<file path="src/rtl/pfsa_cfg.svh">
// constants for the parallel signature and fuse access block
`ifndef PFSA_CFG_SVH
`define PFSA_CFG_SVH
// ----------------------------------------------------------------------------
// clock and timing
// ----------------------------------------------------------------------------
`define PFSA_CLK_MHZ 40
`define PFSA_BLT_US 150
`define PFSA_ROW_MS 2
`define PFSA_FUSE_MS 4
`define PFSA_BUSY_US 256
`define PFSA_VFY_NS 250
// ----------------------------------------------------------------------------
// array geometry
// ----------------------------------------------------------------------------
`define PFSA_ROW_BYTES 32
`define PFSA_PAGES_2K 7'h3f
`define PFSA_PAGES_4K 7'h7f
`define PFSA_PAGE_USER 7'h00
`define PFSA_PAGE_FACTORY 7'h01
// ----------------------------------------------------------------------------
// fuse and lock fields, factory row bytes
// ----------------------------------------------------------------------------
`define PFSA_FUSE_UROW 2
`define PFSA_FUSE_RST 4'h0
`define PFSA_LOCK_RST 2'h3
`define PFSA_FACTORY_ID0 8'h5a // arbitrary value
`define PFSA_FACTORY_ID1 8'ha5 // arbitrary value
`define PFSA_FACTORY_FILL 8'hff
// ----------------------------------------------------------------------------
// register map
// ----------------------------------------------------------------------------
`define PFSA_CTRL_OFS 8'h00
`define PFSA_STAT_OFS 8'h04
`define PFSA_ADDR_OFS 8'h08
`define PFSA_MASK_OFS 8'h0c
`define PFSA_CTRL_RST 1'h1
`endif

</file>
<file path="src/rtl/pfsa_pkg.sv">
// types shared by the parallel signature and fuse access block
package pfsa_pkg;
    typedef enum logic [3:0] {
        ST_IDLE = 4'b0001,
        ST_LOAD = 4'b0010,
        ST_ROW  = 4'b0100,
        ST_FUSE = 4'b1000
    } pfsa_state_type;

    typedef enum logic [3:0] {
        MODE_ROW_WR  = 4'h0,
        MODE_FUSE_RD = 4'h3,
        MODE_ROW_RD  = 4'h8,
        MODE_PAGE    = 4'hd,
        MODE_FUSE_WR = 4'hf
    } pfsa_mode_type;
endpackage

</file>
<file path="src/rtl/pfsa_pin_if.sv">
// synchronised pin levels and edges between the pin stage and the core
`timescale 1ns/1ps
interface pfsa_pin_if #(parameter int W = 1);
    logic [W-1:0] level;
    logic [W-1:0] rise;
    logic [W-1:0] fall;
    modport src (output level, output rise, output fall);
    modport dst (input level, input rise, input fall);
endinterface

</file>
<file path="src/rtl/pfsa_pin_sync.sv">
// two-stage pin synchroniser with edge detection
`timescale 1ns/1ps
module pfsa_pin_sync #(
    parameter int W = 1
) (
    input wire logic clk,
    input wire logic rst_n,
    input wire logic [W-1:0] pins,
    pfsa_pin_if.src sync
);
    logic [W-1:0] meta_q;
    logic [W-1:0] stab_q;
    logic [W-1:0] prev_q;

    // meta_q feeds only stab_q; edges look at the later stages
    always_ff @(posedge clk or negedge rst_n) begin
        if (!rst_n) begin
            meta_q <= '0;
            stab_q <= '0;
            prev_q <= '0;
        end else begin
            meta_q <= pins;
            stab_q <= meta_q;
            prev_q <= stab_q;
        end
    end

    // level and one-cycle edge pulses
    assign sync.level = stab_q;
    assign sync.rise = stab_q & ~prev_q;
    assign sync.fall = ~stab_q & prev_q;
endmodule // pfsa_pin_sync

</file>
<file path="src/rtl/pfsa_top.sv">
// parallel programming access to the signature rows, fuses and lock bits
`timescale 1ns/1ps
`include "pfsa_cfg.svh"
// Contract
// - row write takes one to thirty-two bytes
// - strobe low captures data at offset
// - oscillator rise advances offset, skipping bytes
// - row programming lasts about 2ms
// - row write ignored when fuse disabled
// - code 1000 page 0 reads user row
// - code 1000 page 1 reads factory row
// - read offset advances on oscillator fall
// - code 1111 writes fuses and locks
// - fuse write lasts about 4ms
// - code 0011 reads fuses and locks
// - read data valid within 0.25us
// - busy low within 256us of expiry
// - user row plus read-only factory row
// - 2K or 4K flash, 64/128 pages
// - page load latches page, clears offset
// - page forms bits 11:5, offset 4:0
// - zero locked/enabled, one unlocked/disabled
module pfsa_top #(
    parameter int unsigned BLT_CYC = `PFSA_BLT_US * `PFSA_CLK_MHZ,
    parameter int unsigned ROW_CYC = `PFSA_ROW_MS * 1000 * `PFSA_CLK_MHZ,
    parameter int unsigned FUSE_CYC = `PFSA_FUSE_MS * 1000 * `PFSA_CLK_MHZ
) (
    input wire logic clk,
    input wire logic rst_n,
    input wire logic hsel,
    input wire logic [31:0] haddr,
    input wire logic [1:0] htrans,
    input wire logic hwrite,
    input wire logic [2:0] hsize,
    input wire logic [31:0] hwdata,
    input wire logic hready,
    output logic hreadyout,
    output logic hresp,
    output logic [31:0] hrdata,
    input wire logic program_strobe_pin,
    input wire logic oscillator_input_pin,
    input wire logic mode_select_bit0,
    input wire logic mode_select_bit1,
    input wire logic mode_select_bit2,
    input wire logic mode_select_bit3,
    input wire logic [7:0] program_data_port_in,
    output logic [7:0] program_data_port_out,
    output logic program_data_port_oe,
    output logic ready_busy_output
);
    // ------------------------------------------------------------------------
    // pin synchronisers
    // ------------------------------------------------------------------------
    pfsa_pin_if #(.W(2)) ctl_if ();
    pfsa_pin_if #(.W(12)) dat_if ();

    pfsa_pin_sync #(.W(2)) u_ctl_sync (
        .clk(clk),
        .rst_n(rst_n),
        .pins({oscillator_input_pin, program_strobe_pin}),
        .sync(ctl_if.src)
    );

    pfsa_pin_sync #(.W(12)) u_dat_sync (
        .clk(clk),
        .rst_n(rst_n),
        .pins({mode_select_bit3, mode_select_bit2, mode_select_bit1, mode_select_bit0,
               program_data_port_in}),
        .sync(dat_if.src)
    );

    logic strobe_low;
    logic strobe_fall;
    logic osc_rise;
    logic osc_fall;
    logic [3:0] mode;
    logic [7:0] din;

    // mode is sampled at each edge; it must hold steady around the pulse
    assign strobe_low = ~ctl_if.level[0];
    assign strobe_fall = ctl_if.fall[0];
    assign osc_rise = ctl_if.rise[1];
    assign osc_fall = ctl_if.fall[1];
    assign mode = dat_if.level[11:8];
    assign din = dat_if.level[7:0];

    // ------------------------------------------------------------------------
    // state and storage
    // ------------------------------------------------------------------------
    pfsa_pkg::pfsa_state_type state_q;
    logic [17:0] timer_q;
    logic [6:0] page_q;
    logic [4:0] offset_q;
    logic [7:0] wbuf_q [`PFSA_ROW_BYTES];
    logic [31:0] wmask_q;
    logic [7:0] user_row_q [`PFSA_ROW_BYTES];
    logic [3:0] fuse_q;
    logic [1:0] lock_q;
    logic [5:0] fuse_new_q;
    logic [7:0] dout_q;
    logic oe_q;
    logic variant_4k_q;
    logic idle;
    logic loading;
    logic row_wr_ok;
    logic accept_byte;
    logic [6:0] page_mask;
    logic [7:0] read_byte;

    assign idle = (state_q == pfsa_pkg::ST_IDLE);
    assign loading = (state_q == pfsa_pkg::ST_LOAD);
    // row write needs page zero and the user row fuse enabled (zero)
    assign row_wr_ok = (mode == pfsa_pkg::MODE_ROW_WR) && (page_q == `PFSA_PAGE_USER)
                       && !fuse_q[`PFSA_FUSE_UROW];
    assign accept_byte = strobe_fall && row_wr_ok && (idle || loading);
    assign page_mask = variant_4k_q ? `PFSA_PAGES_4K : `PFSA_PAGES_2K;

    // factory row: two arbitrary identity bytes, the rest filled
    function automatic logic [7:0] factory_byte(input logic [4:0] ofs);
        case (ofs)
            5'h00: factory_byte = `PFSA_FACTORY_ID0; // arbitrary value
            5'h01: factory_byte = `PFSA_FACTORY_ID1; // arbitrary value
            default: factory_byte = `PFSA_FACTORY_FILL;
        endcase
    endfunction

    // ------------------------------------------------------------------------
    // page register and byte offset
    // ------------------------------------------------------------------------
    // write offset steps on the oscillator rise, read offset on its fall
    always_ff @(posedge clk or negedge rst_n) begin
        if (!rst_n) begin
            page_q <= 7'h00;
            offset_q <= 5'h00;
        end else if (osc_fall && idle && mode == pfsa_pkg::MODE_PAGE) begin
            page_q <= din[6:0] & page_mask;
            offset_q <= 5'h00;
        end else if (osc_rise && (idle || loading) && mode == pfsa_pkg::MODE_ROW_WR) begin
            offset_q <= offset_q + 5'h01;
        end else if (osc_fall && idle && mode == pfsa_pkg::MODE_ROW_RD) begin
            offset_q <= offset_q + 5'h01;
        end
    end

    // ------------------------------------------------------------------------
    // write buffer
    // ------------------------------------------------------------------------
    // each strobe stores one byte; skipped offsets stay unmarked
    always_ff @(posedge clk or negedge rst_n) begin
        if (!rst_n) begin
            wmask_q <= 32'h0000_0000;
            for (int i = 0; i < `PFSA_ROW_BYTES; i++) begin
                wbuf_q[i] <= 8'h00;
            end
        end else if (accept_byte) begin
            wbuf_q[offset_q] <= din;
            wmask_q[offset_q] <= 1'b1;
        end else if (state_q == pfsa_pkg::ST_ROW && timer_q == 18'h0) begin
            wmask_q <= 32'h0000_0000;
        end
    end

    // ------------------------------------------------------------------------
    // sequencer and interval timer
    // ------------------------------------------------------------------------
    always_ff @(posedge clk or negedge rst_n) begin
        if (!rst_n) begin
            state_q <= pfsa_pkg::ST_IDLE;
            timer_q <= 18'h0;
            fuse_new_q <= 6'h00;
        end else begin
            unique case (state_q)
                pfsa_pkg::ST_IDLE: begin
                    if (accept_byte) begin
                        state_q <= pfsa_pkg::ST_LOAD;
                        timer_q <= 18'(BLT_CYC - 1);
                    end else if (strobe_fall && mode == pfsa_pkg::MODE_FUSE_WR) begin
                        state_q <= pfsa_pkg::ST_FUSE;
                        timer_q <= 18'(FUSE_CYC - 1);
                        fuse_new_q <= {din[7:4], din[1:0]};
                    end
                end
                pfsa_pkg::ST_LOAD: begin
                    if (strobe_low) begin
                        timer_q <= 18'(BLT_CYC - 1);
                    end else if (timer_q == 18'h0) begin
                        state_q <= pfsa_pkg::ST_ROW;
                        timer_q <= 18'(ROW_CYC - 1);
                    end else begin
                        timer_q <= timer_q - 18'h1;
                    end
                end
                pfsa_pkg::ST_ROW, pfsa_pkg::ST_FUSE: begin
                    if (timer_q == 18'h0) begin
                        state_q <= pfsa_pkg::ST_IDLE;
                    end else begin
                        timer_q <= timer_q - 18'h1;
                    end
                end
            endcase
        end
    end

    // ------------------------------------------------------------------------
    // nonvolatile contents
    // ------------------------------------------------------------------------
    // the user row takes the marked bytes at the end of its interval
    always_ff @(posedge clk or negedge rst_n) begin
        if (!rst_n) begin
            for (int i = 0; i < `PFSA_ROW_BYTES; i++) begin
                user_row_q[i] <= 8'hff;
            end
        end else if (state_q == pfsa_pkg::ST_ROW && timer_q == 18'h0) begin
            for (int i = 0; i < `PFSA_ROW_BYTES; i++) begin
                if (wmask_q[i]) begin
                    user_row_q[i] <= wbuf_q[i];
                end
            end
        end
    end

    // fuses and locks keep the pin polarity: zero enabled or locked
    always_ff @(posedge clk or negedge rst_n) begin
        if (!rst_n) begin
            fuse_q <= `PFSA_FUSE_RST;
            lock_q <= `PFSA_LOCK_RST;
        end else if (state_q == pfsa_pkg::ST_FUSE && timer_q == 18'h0) begin
            fuse_q <= fuse_new_q[5:2];
            lock_q <= fuse_new_q[1:0];
        end
    end

    // ------------------------------------------------------------------------
    // data port and busy pin
    // ------------------------------------------------------------------------
    always_comb begin
        read_byte = `PFSA_FACTORY_FILL;
        if (mode == pfsa_pkg::MODE_FUSE_RD) begin
            read_byte = {fuse_q, 2'b00, lock_q};
        end else if (page_q == `PFSA_PAGE_USER) begin
            read_byte = user_row_q[offset_q];
        end else if (page_q == `PFSA_PAGE_FACTORY) begin
            read_byte = factory_byte(offset_q);
        end
    end

    // drive the port in read modes only while the sequencer is idle (no load, row or fuse interval)
    always_ff @(posedge clk or negedge rst_n) begin
        if (!rst_n) begin
            dout_q <= 8'h00;
            oe_q <= 1'b0;
        end else begin
            dout_q <= read_byte;
            oe_q <= idle && (mode == pfsa_pkg::MODE_ROW_RD || mode == pfsa_pkg::MODE_FUSE_RD);
        end
    end

    assign program_data_port_out = dout_q;
    assign program_data_port_oe = oe_q;
    assign ready_busy_output = ~(state_q == pfsa_pkg::ST_ROW || state_q == pfsa_pkg::ST_FUSE);

    // ------------------------------------------------------------------------
    // ahb-lite register slave
    // ------------------------------------------------------------------------
    logic wr_pend_q;
    logic [7:0] waddr_q;
    logic [31:0] hrdata_q;
    logic [31:0] rd_mux;

    always_comb begin
        rd_mux = 32'h0000_0000;
        unique case (haddr[7:0])
            `PFSA_CTRL_OFS: rd_mux = {31'h0, variant_4k_q};
            `PFSA_STAT_OFS: rd_mux = {18'h0, lock_q, fuse_q, 3'h0, ready_busy_output, state_q};
            `PFSA_ADDR_OFS: rd_mux = {20'h0, page_q, offset_q};
            `PFSA_MASK_OFS: rd_mux = wmask_q;
            default: rd_mux = 32'h0000_0000;
        endcase
    end
    // address phase: latch write target, prepare read word
    always_ff @(posedge clk or negedge rst_n) begin
        if (!rst_n) begin
            wr_pend_q <= 1'b0;
            waddr_q <= 8'h00;
            hrdata_q <= 32'h0000_0000;
        end else if (hready) begin
            wr_pend_q <= hsel && htrans[1] && hwrite;
            waddr_q <= haddr[7:0];
            hrdata_q <= (hsel && htrans[1] && !hwrite) ? rd_mux : 32'h0000_0000;
        end
    end
    // data phase: control register write
    always_ff @(posedge clk or negedge rst_n) begin
        if (!rst_n) begin
            variant_4k_q <= `PFSA_CTRL_RST;
        end else if (wr_pend_q && waddr_q == `PFSA_CTRL_OFS) begin
            variant_4k_q <= hwdata[0];
        end
    end
    assign hreadyout = 1'b1;
    assign hresp = 1'b0;
    assign hrdata = hrdata_q;
    // ------------------------------------------------------------------------
    // assertions
    // ------------------------------------------------------------------------
    property p_capture;
        @(posedge clk) disable iff (!rst_n)
        accept_byte |=> wbuf_q[$past(offset_q)] == $past(din) && wmask_q[$past(offset_q)];
    endproperty
    a_capture: assert property (p_capture) else $error("byte not captured");
    property p_advance;
        @(posedge clk) disable iff (!rst_n)
        osc_rise && loading && mode == pfsa_pkg::MODE_ROW_WR |=> offset_q == $past(offset_q) + 5'h01;
    endproperty
    a_advance: assert property (p_advance) else $error("offset did not advance");
    property p_fuse_block;
        @(posedge clk) disable iff (!rst_n)
        idle && strobe_fall && mode == pfsa_pkg::MODE_ROW_WR && fuse_q[`PFSA_FUSE_UROW]
        |=> idle && wmask_q == $past(wmask_q);
    endproperty
    a_fuse_block: assert property (p_fuse_block) else $error("row write not blocked");
    property p_read_step;
        @(posedge clk) disable iff (!rst_n)
        osc_fall && idle && mode == pfsa_pkg::MODE_ROW_RD
        |=> offset_q == $past(offset_q) + 5'h01 ##1 dout_q == $past(read_byte);
    endproperty
    a_read_step: assert property (p_read_step) else $error("read step late");
    property p_factory;
        @(posedge clk) disable iff (!rst_n)
        mode == pfsa_pkg::MODE_ROW_RD && page_q == `PFSA_PAGE_FACTORY
        |=> dout_q == factory_byte($past(offset_q));
    endproperty
    a_factory: assert property (p_factory) else $error("factory byte wrong");
    property p_fuse_read;
        @(posedge clk) disable iff (!rst_n)
        mode == pfsa_pkg::MODE_FUSE_RD ##1 mode == pfsa_pkg::MODE_FUSE_RD
        |-> dout_q == {$past(fuse_q), 2'b00, $past(lock_q)};
    endproperty
    a_fuse_read: assert property (p_fuse_read) else $error("fuse read wrong");
    property p_page_load;
        @(posedge clk) disable iff (!rst_n)
        osc_fall && idle && mode == pfsa_pkg::MODE_PAGE
        |=> offset_q == 5'h00 && page_q == ($past(din[6:0]) & $past(page_mask));
    endproperty
    a_page_load: assert property (p_page_load) else $error("page load wrong");
    property p_busy_start;
        @(posedge clk) disable iff (!rst_n)
        loading && !strobe_low && timer_q == 18'h0 |=> !ready_busy_output && timer_q == 18'(ROW_CYC - 1);
    endproperty
    a_busy_start: assert property (p_busy_start) else $error("busy not raised");
    property p_fuse_time;
        @(posedge clk) disable iff (!rst_n)
        idle && strobe_fall && mode == pfsa_pkg::MODE_FUSE_WR
        |=> state_q == pfsa_pkg::ST_FUSE && timer_q == 18'(FUSE_CYC - 1) && !ready_busy_output;
    endproperty
    a_fuse_time: assert property (p_fuse_time) else $error("fuse write not started");
    property p_ready_back;
        @(posedge clk) disable iff (!rst_n)
        !ready_busy_output && timer_q == 18'h0 |=> ready_busy_output ##0 idle;
    endproperty
    a_ready_back: assert property (p_ready_back) else $error("ready not restored");
endmodule // pfsa_top

</file>
<file path="config.mk">
export PLATFORM = sky130hd
export DESIGN_NAME = pfsa_top
export DESIGN_NICKNAME = d
export VERILOG_FILES = /design/src/rtl/pfsa_pkg.sv /design/src/rtl/pfsa_pin_if.sv /design/src/rtl/pfsa_pin_sync.sv /design/src/rtl/pfsa_top.sv
export VERILOG_INCLUDE_DIRS = /design/src /design/src/rtl
export SDC_FILE = /design/constraint.sdc
export NUM_CORES = 1
export LEC_CHECK = 0
export ABC_AREA = 1
export BUFFER_PORTS_ARGS = -buffer_cell sky130_fd_sc_hd__buf_4
export CAP_MARGIN = 20
export CORE_ASPECT_RATIO = 1.1
export CORE_MARGIN = 2
export CORE_UTILIZATION = 27
export CTS_CLUSTER_DIAMETER = 200
export DETAILED_ROUTE_END_ITERATION = 16
export GPL_TIMING_DRIVEN = 0
export MAX_ROUTING_LAYER = met4
export PLACE_DENSITY = 0.49
export SETUP_SLACK_MARGIN = 0.4
export SLEW_MARGIN = 20
export SYNTH_ARGS = -nofsm -noshare
export SYNTH_HDL_FRONTEND = slang
export SYNTH_SLANG_ARGS = --single-unit
export TNS_END_PERCENT = 100
</file>
<file path="constraint.sdc">
create_clock -name clk -period 2.5 [get_ports clk]
set_input_delay 0.125 -clock clk [delete_from_list [all_inputs] [get_ports clk]]
set_output_delay 0.125 -clock clk [all_outputs]
set_load 0.01 [all_outputs]
</file>
## After elaboration in Yosys (flattened, before gate mapping)

Cells that the tools add are included.

| word-level totals | value |
|---|---|
| input bits | 88 |
| register bits after elaboration | 671 |
| output and inout bits | 44 |
| word-level logic and storage cells | 216 |

| operators by class | value |
|---|---|
| $add $sub $neg | 2 |
| $lt $le $gt $ge | 4 |
| equal/unequal tests | 18 |
| mux-type cells | 32 |
| reduce and logical (&&, ||, !) cells | 68 |
| bitwise logic cells | 9 |

Operators by type and width:

| kind | count |
|---|---|
| $bwmux 256 | 1 |
| $pmux 32 s4 | 1 |
| $mux 32 | 3 |
| $mux 18 | 5 |
| $reduce_and 2->1 | 33 |
| $pmux 18 s3 | 1 |
| $mux 8 | 6 |
| $bmux 8 s5 | 1 |
| $demux 8 s5 | 1 |
| $or 32x32->32 | 1 |
| $mux 4 | 5 |
| $logic_and 1x1->1 | 19 |
| $logic_not 18->1 | 1 |
| $sub 18x1->18 const B | 1 |
| $eq 4x4->1 const B | 4 |
| $eq 8x4->1 const B | 2 |
| $logic_not 8->1 | 2 |
| $pmux 8 s2 | 1 |
| $mux 5 | 3 |
| $pmux 4 s3 | 1 |
| $eq 4x2->1 const B | 2 |
| $eq 8x3->1 const B | 1 |
| $and 7x7->7 | 1 |
| $eq 7x1->1 const B | 1 |
| 28 further kinds | 36 |

## Logic depth before layout (Yosys ltp)

Gate-level depths: netlist (run 1).

| logic depth | value |
|---|---|
| word-level depth | 7 |
| depth in mapped cells | 14 |
| depth with buffers taken out | 14 |

## By module

Synthesis (run 1) repeated with hierarchy kept, for this count alone.

| unflattened totals | value |
|---|---|
| cell total of the unflattened synthesis | 3681 |
| area total of the unflattened synthesis | 31082.3 µm² |

By module, submodules not included:

| module | area each (µm²) | times used | seq. area each (µm²) | cells an instance |
|---|---|---|---|---|
| pfsa_top | 29821.1 | 1 | 16365.7 | 3583 |
| pfsa_pin_sync (u_dat_sync) | 1081.0 | 1 | 900.9 | 84 |
| pfsa_pin_sync (u_ctl_sync) | 180.2 | 1 | 150.1 | 14 |

## Worst setup path after synthesis (run 1)

No wires, ideal clock.

| timing | value |
|---|---|
| path type | register -> register |
| start | register offset_q[0] |
| end | register wbuf_q[126] (netlist name) |
| path slack | 0.397 ns |
| clock period less this slack | 2.103 ns |
| library setup time | 0.133 ns |
| data required time | 2.367 ns |
| cell stages (with the launch flop) | 11 |
| arrival | 1.970 ns |
| buffers on the path | 3 |
| path through | dfrtp_1 inv_2 clkbuf_1 buf_1 ha_1 inv_1 nor2_4 nand2_1 buf_2 nand2_1 o21ai_0 |

| on the way | value |
|---|---|
| longest elaborated chain between the ends | 6 |
| elaborated cells on any way between the ends | 7 |
| classes of those cells | order compare (2); mux (3); bitwise (1); reduce/logical (1) |

RTL lines:

| item | RTL line | source |
|---|---|---|
| start: declaration | pfsa_top.sv:93 | `logic [4:0] offset_q;` |
| start signal: assignment | pfsa_top.sv:139 | `offset_q <= offset_q + 5'h01;` |
| start signal: assignment | pfsa_top.sv:141 | `offset_q <= offset_q + 5'h01;` |
| $not 5->6 (implied by the code) (*) | pfsa_top.sv:156 | `wbuf_q[offset_q] <= din;` |
| $ge 6x6->1 (implied by the code) or $lt 6x1->1 (tied branches) | pfsa_top.sv:156 |  |
| $logic_and 1x1->1 (implied by the code) | pfsa_top.sv:156 |  |
| $mux 8 (implied by the code) | pfsa_top.sv:156 |  |
| $demux 8 s5 (*) | pfsa_top.sv:156 |  |
| $bwmux 256 (*) | pfsa_top.sv:156 |  |
| end signal: indexed assignment | pfsa_top.sv:156 |  |
| end: declaration | pfsa_top.sv:94 | `` logic [7:0] wbuf_q [`PFSA_ROW_BYTES]; `` |

Mark *: on every way between the ends. The rest lies on a longest branch, timed or not.
A chain may end at the register's enable or synchronous reset.

## Worst setup path in the final report (run 1)

| timing | value |
|---|---|
| start | register timer_q[0] |
| end | register user_row_q[86] (netlist name) |

| on the way | value |
|---|---|
| longest elaborated chain between the ends | 3 |

RTL lines:

| item | RTL line | source |
|---|---|---|
| start: declaration | pfsa_top.sv:91 | `logic [17:0] timer_q;` |
| start signal: assignment | pfsa_top.sv:176 | `timer_q <= 18'(BLT_CYC - 1);` |
| start signal: assignment | pfsa_top.sv:179 | `timer_q <= 18'(FUSE_CYC - 1);` |
| start signal: assignment | pfsa_top.sv:185 | `timer_q <= 18'(BLT_CYC - 1);` |
| $logic_not 18->1 | pfsa_top.sv:213 | `end else if (state_q == pfsa_pkg::ST_ROW && timer_q == 18'h0) begin` |
| $logic_and 1x1->1 | pfsa_top.sv:213 |  |
| $reduce_and 2->1 (no source line) | - |  |
| end signal: indexed assignment | pfsa_top.sv:216 | `user_row_q[i] <= wbuf_q[i];` |
| end: declaration | pfsa_top.sv:96 | `` logic [7:0] user_row_q [`PFSA_ROW_BYTES]; `` |

Every way passes these cells.

==> results of run 1 <==
[Yosys cell counts (all sizes together)]
library cell and count:
inv 351, clkbuf 70, nor3 13, or2 1, xor2 7, a22o 1, dfrtp 411, nor2 352
conb 2, o31ai 1, ha 5, o211ai 6, nand2 946, a21oi 298, o21bai 1, dfstp 260
o221ai 3, buf 92, nand3b 2, o22ai 8, o32ai 1, nor4 4, nand3 168, clkinv 2
o21ai 319, nand4 6
[flip-flops by register name, indices dropped and copies added (netlist names)]
signal / count
fuse_new_q: 6
fuse_q: 4
hrdata: 32
lock_q: 2
offset_q: 5
page_q: 7
program_data_port_oe: 1
program_data_port_out: 8
state_q: 4
timer_q: 18
u_ctl_sync.meta_q: 2
u_ctl_sync.prev_q: 2
u_ctl_sync.sync.level: 2
u_dat_sync.meta_q: 12
u_dat_sync.sync.level: 12
user_row_q: 256
variant_4k_q: 1
waddr_q: 8
wbuf_q: 256
wmask_q: 32
wr_pend_q: 1
[repair_timing]
| item | in CTS | in global routing |
|---|---|---|
| setup endpoints to repair | 579 | 568 |
| pin swaps | 13 | 60 |
| gates resized for setup | 265 | 310 |
| hold buffers | 30 | 0 |
| setup buffers | 47 | 31 |
| hold endpoints to repair | 153 | 0 |
| gates cloned | 2 | 9 |
[through the flow]
step / area (µm²) / hold slack, ns / util (%) / std cells
after detailed placement: 31370 / 0.04553 / 29.67 / 4805
after global placement: 31130 / 0.2356 / 29.45 / 4797
after global routing: 37070 / 0.05787 / 35.06 / 5065
after floorplan: 28860 / -0.1706 / - / 3330
after CTS: 35600 / 0.02890 / 33.67 / 5024
final: 37070 / 0.02795 / 35.07 / 5068
[cells by family (layout without fill, tap and decap cells)]
| logic type | after synthesis | in the layout | synth area share [%] |
|---|---|---|---|
| AND/OR/NAND/NOR | 1492 | 1492 | 21.24 |
| flip-flops | 671 | 671 | 59.31 |
| AO/OA/AOI/OAI | 638 | 638 | 11.23 |
| buffers and inverters | 515 | 853 | 7.756 |
| XOR/XNOR | 7 | 7 | 0.2124 |
| adder cells (fa/ha/maj) | 5 | 5 | 0.2168 |
| other | 2 | 5 | 0.02602 |
[cell usage in the layout (no fill, tap or decap), types with 9 or more instances in the layout]
master and n:
sky130_fd_sc_hd__nand2_1 870, sky130_fd_sc_hd__dfrtp_1 405, sky130_fd_sc_hd__inv_1 341, sky130_fd_sc_hd__o21ai_0 307, sky130_fd_sc_hd__nor2_1 296, sky130_fd_sc_hd__dfstp_2 260, sky130_fd_sc_hd__a21oi_1 210, sky130_fd_sc_hd__buf_4 165
sky130_fd_sc_hd__nand3_1 161, sky130_fd_sc_hd__clkbuf_16 88, sky130_fd_sc_hd__a21oi_2 76, sky130_fd_sc_hd__clkbuf_1 47, sky130_fd_sc_hd__buf_6 43, sky130_fd_sc_hd__nand2_4 42, sky130_fd_sc_hd__nor2_4 36, sky130_fd_sc_hd__dlygate4sd3_1 30
sky130_fd_sc_hd__buf_12 20, sky130_fd_sc_hd__nor2_2 19, sky130_fd_sc_hd__clkbuf_4 19, sky130_fd_sc_hd__clkbuf_8 19, sky130_fd_sc_hd__nand2_8 18, sky130_fd_sc_hd__nand2_2 16, sky130_fd_sc_hd__clkinv_2 13, sky130_fd_sc_hd__a21oi_4 12
sky130_fd_sc_hd__o21ai_1 12, sky130_fd_sc_hd__buf_16 12, sky130_fd_sc_hd__clkbuf_2 9, sky130_fd_sc_hd__clkinvlp_4 9
[how the worst min path moves through the flow]
stage                                  startpoint                    to  slack, ns  cells past startpoint
after CTS                                haddr[3]             hrdata[0]       0.03                      4
after global placement    program_data_port_in[0]  u_dat_sync.meta_q[0]       0.24                      1
final                                    haddr[3]             hrdata[0]       0.03                      4
after detailed placement                    rst_n            wbuf_q[67]       0.05                      1
after global routing                     haddr[3]             hrdata[0]       0.06                      4
after floorplan                             rst_n         fuse_new_q[0]      -0.17                      0
[routing by layer]
metal  part of all wire [%]  vias to the layer above
met1                     43                    11270
met5                      0                        -
met4                    3.4                        0
met3                    4.2                      137
li1                       -                    11050
met2                     49                      420
[power by group through the flow]
stage / Clock, µW / Sequential [µW] / Combinational (µW)
4_1_cts: 11600 / 10900 / 600
3_5_place_dp: 0 / 11100 / 556
3_3_place_gp: 0 / 11100 / 511
2_1_floorplan: 0 / 11100 / 89.1
6_report: 11300 / 10900 / 577
5_1_grt: 12100 / 10900 / 642
[cell type report]
cell class	instances	area [µm²]
clock inverters	33	331.6
repair buffers	198	2093
multi-input cells	2144	10780
well taps	1397	1748
plain buffers	162	1441
clock buffers	107	2200
inverters	353	1348
fillers	11060	68650
diodes	3	7.507
flip-flops and latches	671	17120
[worst max-delay path, cell delays in order (launching register included)]
cell                        delay [ns]
sky130_fd_sc_hd__dfrtp_1          0.40
sky130_fd_sc_hd__inv_2            0.08
sky130_fd_sc_hd__ha_4             0.15
sky130_fd_sc_hd__nand2_4          0.06
sky130_fd_sc_hd__inv_2            0.07
sky130_fd_sc_hd__nand2_2          0.06
sky130_fd_sc_hd__nor2_4           0.15
sky130_fd_sc_hd__nand2_4          0.09
sky130_fd_sc_hd__nor2_8           0.14
sky130_fd_sc_hd__buf_12           0.15
sky130_fd_sc_hd__buf_12           0.11
sky130_fd_sc_hd__buf_16           0.17
sky130_fd_sc_hd__nand2_8          0.09
sky130_fd_sc_hd__clkbuf_16        0.17
sky130_fd_sc_hd__nor2_2           0.10
sky130_fd_sc_hd__a21oi_2          0.04
==> metrics.cfg, run 1 <==
[power]
vdd.ir_drop.worst_mv=0.4068
part_of_the_power_in_combinational_logic_pct=2.5
power.static_leakage_uw=0.01763
pwr-share-clk_pct=49.6
power_uw=22870
power_density_nw_per_um2=616.8
power.switching_uw=5219
p_int_uw=17650
power.share.switching_pct=22.82
pwr-share-seq_pct=47.9

[clocking]
clkTransAtPathRegs_ns=0.06
insertion_delay_ns=0.65
tritoncts_num_sinks=671
cts-root-buf=sky130_fd_sc_hd__clkbuf_16
clockBufferDepth=3
cts_tree=built
tritoncts.num_buffers=75
htree_num_levels=3

[synthesis]
area_leader_netlist=sky130_fd_sc_hd__dfrtp_1
syn-cell-area_um2=28860
distinct_cell_type_count_of_the_synthesized_netlist=37
synthDominantCellAreaShare_pct=35.64
synthesis.yosys.warnings=0
seq_area_frac_synth_pct=59.31
mappedNetlistNets=3423
postSynthCellCount=3330
number_of_synthesized_register_bits=671
post_synth.cell_area_avg_um2=8.666
ys_top_cells_by_area=sky130_fd_sc_hd__dfrtp_1 (36%), sky130_fd_sc_hd__dfstp_2 (24%), sky130_fd_sc_hd__nand2_1 (12%), sky130_fd_sc_hd__o21ai_0 (5.5%), sky130_fd_sc_hd__a21oi_1 (5.2%)

[routing]
drc=0
drtPass1Iterations=5
drtAntennaViolNets=0
dr_total_vias=22870
wirelength_um=92710
drt_first_iter_violations=1559
routed_vias_inst=4.513
routedWlPerCell_um=18.29

[grt]
groute.layer.met3.usage_pct=2.335
global_route.usage.met1_pct=21.87
via_count_of_the_first_global_routing_pass=22980
grtUsageMet2_pct=28.75
grt_antenna_before_repair=4
grt_most_used_layer=met2
grt_pass1_wl_um=141500
total_global_routing_track_utilization_pct=17.46
largest_net_degree_at_the_start_of_global_routing=89
overflow=0

[layout]
area_growth_syn_to_layout_pct=28.46
nets=3698
drive_above_1_share_pct=25.55

[critical_path]
cp.arrival_ns=2.68
critical_path.reg2reg.startpoint=timer_q[0]
regToRegSetupSlack_ns=0.39
cp_max_fo=7
setup.worst_path.end_class=register
timing.critical_path.from=timer_q[0]
setup.worst_path.class=register to register
required_ns=3.06
crit_path_start_kind=register
worst-r2r-cell-count=15
timing.critical_path.to=user_row_q[86]
r2r-end=user_row_q[86]

[timing]
post-route-min-period_ns=2.115
timing.final.max_slew_violations=0
setup-tns-final_ns=0
post-route-period-util_pct=84.59
rsz_0062_raised_after_global_routing=true
fmaxAchievable_ghz=0.4729
final.setup_skew_ns=0.04109
tightestPinTransition_ns=1.156
final_worst_slack_ns=0.3853
final-hold-violation-count=0
timing.max_slew.rel_slack_pct=22.92
setup_viol=0

[placed_design]
placement.io_buffers=70
detailedPlacementHpwl_um=62190
routability_cong=0.8619
place_ws_ns=-1.244

[floorplan]
die_w_um=315.7
dieHeight_um=346.9
design.die.area_um2=109500
placeableCoreArea_um2=105700
ios=132
floorplan.initialDensity_pct=27.30
floorplan.rows=125

[outcome]
status=completed

[min_path]
worst_hold_path_type=input port to register

[flow_run]
max-cap-violations=0

(Power assumes the default switching activity.)
==> run 2: changes to the inputs <==
==> constraint.sdc (replaced) <==
create_clock -name clk -period 2.17 [get_ports clk]
set_input_delay 0.1085 -clock clk [delete_from_list [all_inputs] [get_ports clk]]
set_output_delay 0.1085 -clock clk [all_outputs]
set_load 0.01 [all_outputs]
==> metrics.cfg, run 2 (synthesis results as in run 1) <==
[outcome]
status=complete, but fails checks  ; was completed
violations_in_the_final_reports=negative hold slack

[clocking]
cts-root-buf=sky130_fd_sc_hd__clkbuf_16  ; unchanged
tritoncts_num_sinks=671  ; unchanged
cts_tree=built  ; unchanged
clkTransAtPathRegs_ns=0.06  ; about the same
clockBufferDepth=3  ; unchanged
htree_num_levels=3  ; unchanged
cts.hold.buffers_added=30  ; unchanged
insertion_delay_ns=0.63  ; was 0.65 ns
tritoncts.num_buffers=73  ; was 75

[layout]
reg_top3=user_row_q x256, wbuf_q x256  ; unchanged
mostFrequentLayoutCells=sky130_fd_sc_hd__nand2_1 (806), sky130_fd_sc_hd__dfrtp_1 (405), sky130_fd_sc_hd__inv_1 (333)  ; was sky130_fd_sc_hd__nand2_1 (870), sky130_fd_sc_hd__dfrtp_1 (405), sky130_fd_sc_hd__inv_1 (341)
nets=3806  ; was 3,698
area_growth_syn_to_layout_pct=37.09  ; was 28.46%
postLayoutCellArea_um2=39560  ; was 37,070 µm²
layout_commonest_cell=sky130_fd_sc_hd__nand2_1  ; unchanged
layout.core_utilization_pct=37.42  ; was 35.07%
drive_above_1_share_pct=32.80  ; was 25.55%

[floorplan]
dieHeight_um=346.9  ; unchanged
ios=132  ; unchanged
design.die.area_um2=109500  ; unchanged
floorplan.initialDensity_pct=27.30  ; unchanged
placeableCoreArea_um2=105700  ; unchanged
die_w_um=315.7  ; unchanged
floorplan.rows=125  ; unchanged

[grt]
via_count_of_the_first_global_routing_pass=23300  ; was 22,980
total_global_routing_track_utilization_pct=18.09  ; was 17.46%
grt_antenna_before_repair=1  ; was 4
overflow=0  ; unchanged
grt_pass1_wl_um=146100  ; was 141,500 µm
largest_net_degree_at_the_start_of_global_routing=96  ; was 89

[timing]
post-route-min-period_ns=2.149  ; was 2.115 ns
final_worst_slack_ns=0.02082  ; was 0.3853 ns
final-hold-violation-count=164  ; was 0
rsz_0062_raised_after_global_routing=true  ; unchanged
fmaxAchievable_ghz=0.4653  ; was 0.4729 GHz
final.hold.worst_slack_ns=-0.5545  ; was 0.02795 ns
final.setup_skew_ns=0.03049  ; was 0.04109 ns
setup_viol=0  ; unchanged
tightestPinTransition_ns=1.034  ; was 1.156 ns
timing.max_slew.rel_slack_pct=31.07  ; was 22.92%
post-route-period-util_pct=99.04  ; was 84.59%
timing.final.max_slew_violations=0  ; unchanged

[critical_path]
cp.arrival_ns=2.65  ; was 2.68 ns
cp_max_fo=10  ; was 7
crit_path_start_kind=register  ; unchanged
worst-r2r-cell-count=12  ; was 15
setup.worst_path.class=register to register  ; unchanged
setup.worst_path.end_class=register  ; unchanged
required_ns=2.67  ; was 3.06 ns
regToRegSetupSlack_ns=0.02  ; was 0.39 ns
r2r-end=program_data_port_out[2]  ; was user_row_q[86]
critical_path.reg2reg.startpoint=offset_q[0]  ; was timer_q[0]

[routing]
wirelength_um=97380  ; was 92,710 µm
dr_total_vias=23630  ; was 22,870
routed_vias_inst=4.572  ; was 4.513
drt_first_iter_violations=1580  ; was 1,559
routedWlPerCell_um=18.84  ; was 18.29 µm
drtPass1Iterations=5  ; unchanged
drtAntennaViolNets=0  ; unchanged
drc=0  ; unchanged

[placed_design]
placement.io_buffers=70  ; unchanged
place_ws_ns=-0.9322  ; was -1.244 ns
detailedPlacementHpwl_um=62510  ; was 62,190 µm
routability_cong=0.8801  ; was 0.8619
placedInstanceArea_um2=31470  ; was 31,370 µm²

[flow_run]
max-cap-violations=0  ; unchanged

[power]
power.static_leakage_uw=0.01838  ; was 0.01763 µW
power_density_nw_per_um2=651.8  ; was 616.8 nW/µm²
vdd.ir_drop.worst_mv=0.4936  ; was 0.4068 mV

[min_path]
worst_hold_path_type=input port to asynchronous set/reset pin  ; was input port to register

## run 2: power by group
group	leakage [µW]	switching (µW)	total, µW	internal [µW]
Combinational	0.00893	540	697	157
Sequential	0.00827	21.7	12600	12600
Clock	0.00117	5250	12500	7230
Total	0.0184	5820	25800	20000
## run 2: area by class of cell
type / instances / area, µm²
multi-input cells: 2150 / 11740
flip-flops and latches: 671 / 17120
inverters: 353 / 1356
clock inverters: 21 / 212.7
repair buffers: 302 / 3472
diodes: 3 / 7.507
well taps: 1397 / 1748
clock buffers: 109 / 2152
plain buffers: 162 / 1747
fillers: 10860 / 66160
## run 2: how the worst max path moves through the flow
| stage | from | to |
|---|---|---|
| after global routing | timer_q[0] | user_row_q[77] |
| final | offset_q[0] | program_data_port_out[2] |
| after global placement | rst_n | wbuf_q[202] |
| after CTS | timer_q[0] | user_row_q[78] |
| after detailed placement | offset_q[1] | program_data_port_out[2] |
| after floorplan | timer_q[0] | user_row_q[100] |
## run 2: per-stage QoR
| stage | cells | setup TNS [ns] | hold WS (ns) | power, µW |
|---|---|---|---|---|
| floorplan | 3330 | 0 | -0.1871 | 12920 |
| global placement | 4797 | -4147.49 | 0.2189 | 13400 |
| detailed placement | 4805 | -219.73 | 0.1184 | 13460 |
| CTS | 5097 | 0 | -0.5553 | 26090 |
| global route | 5165 | -0.01351 | -0.5279 | 26620 |
| finish | 5168 | 0 | -0.5545 | 25790 |
## run 2: routing by layer
layer / global-route usage [%] / routed length, µm
met2: 30.01 / 48840
met3: 2.222 / 3476
met1: 22.94 / 42160
met4: 5.668 / 2903
met5: - / 0
## run 2: worst max-delay path: stages, from the launching register on
cell and delay [ns]:
sky130_fd_sc_hd__dfrtp_2 0.44, sky130_fd_sc_hd__buf_4 0.14, sky130_fd_sc_hd__clkbuf_16 0.16, sky130_fd_sc_hd__buf_4 0.22, sky130_fd_sc_hd__nand2_1 0.08, sky130_fd_sc_hd__nand3_1 0.15, sky130_fd_sc_hd__nand2_1 0.10, sky130_fd_sc_hd__nand2_1 0.07
sky130_fd_sc_hd__nand2_1 0.13, sky130_fd_sc_hd__nor2_1 0.24, sky130_fd_sc_hd__nand2_1 0.08, sky130_fd_sc_hd__nand2_1 0.10, sky130_fd_sc_hd__a21oi_4 0.09
## run 2: what timing repair did
item                                    4_1_cts  5_1_grt
endpoints found under the setup margin      606      609
hold endpoints to repair                    195       66
pin swaps                                    46      100
gates cloned                                 31       15
resized for setup                           531      400
setup buffers                               101       53
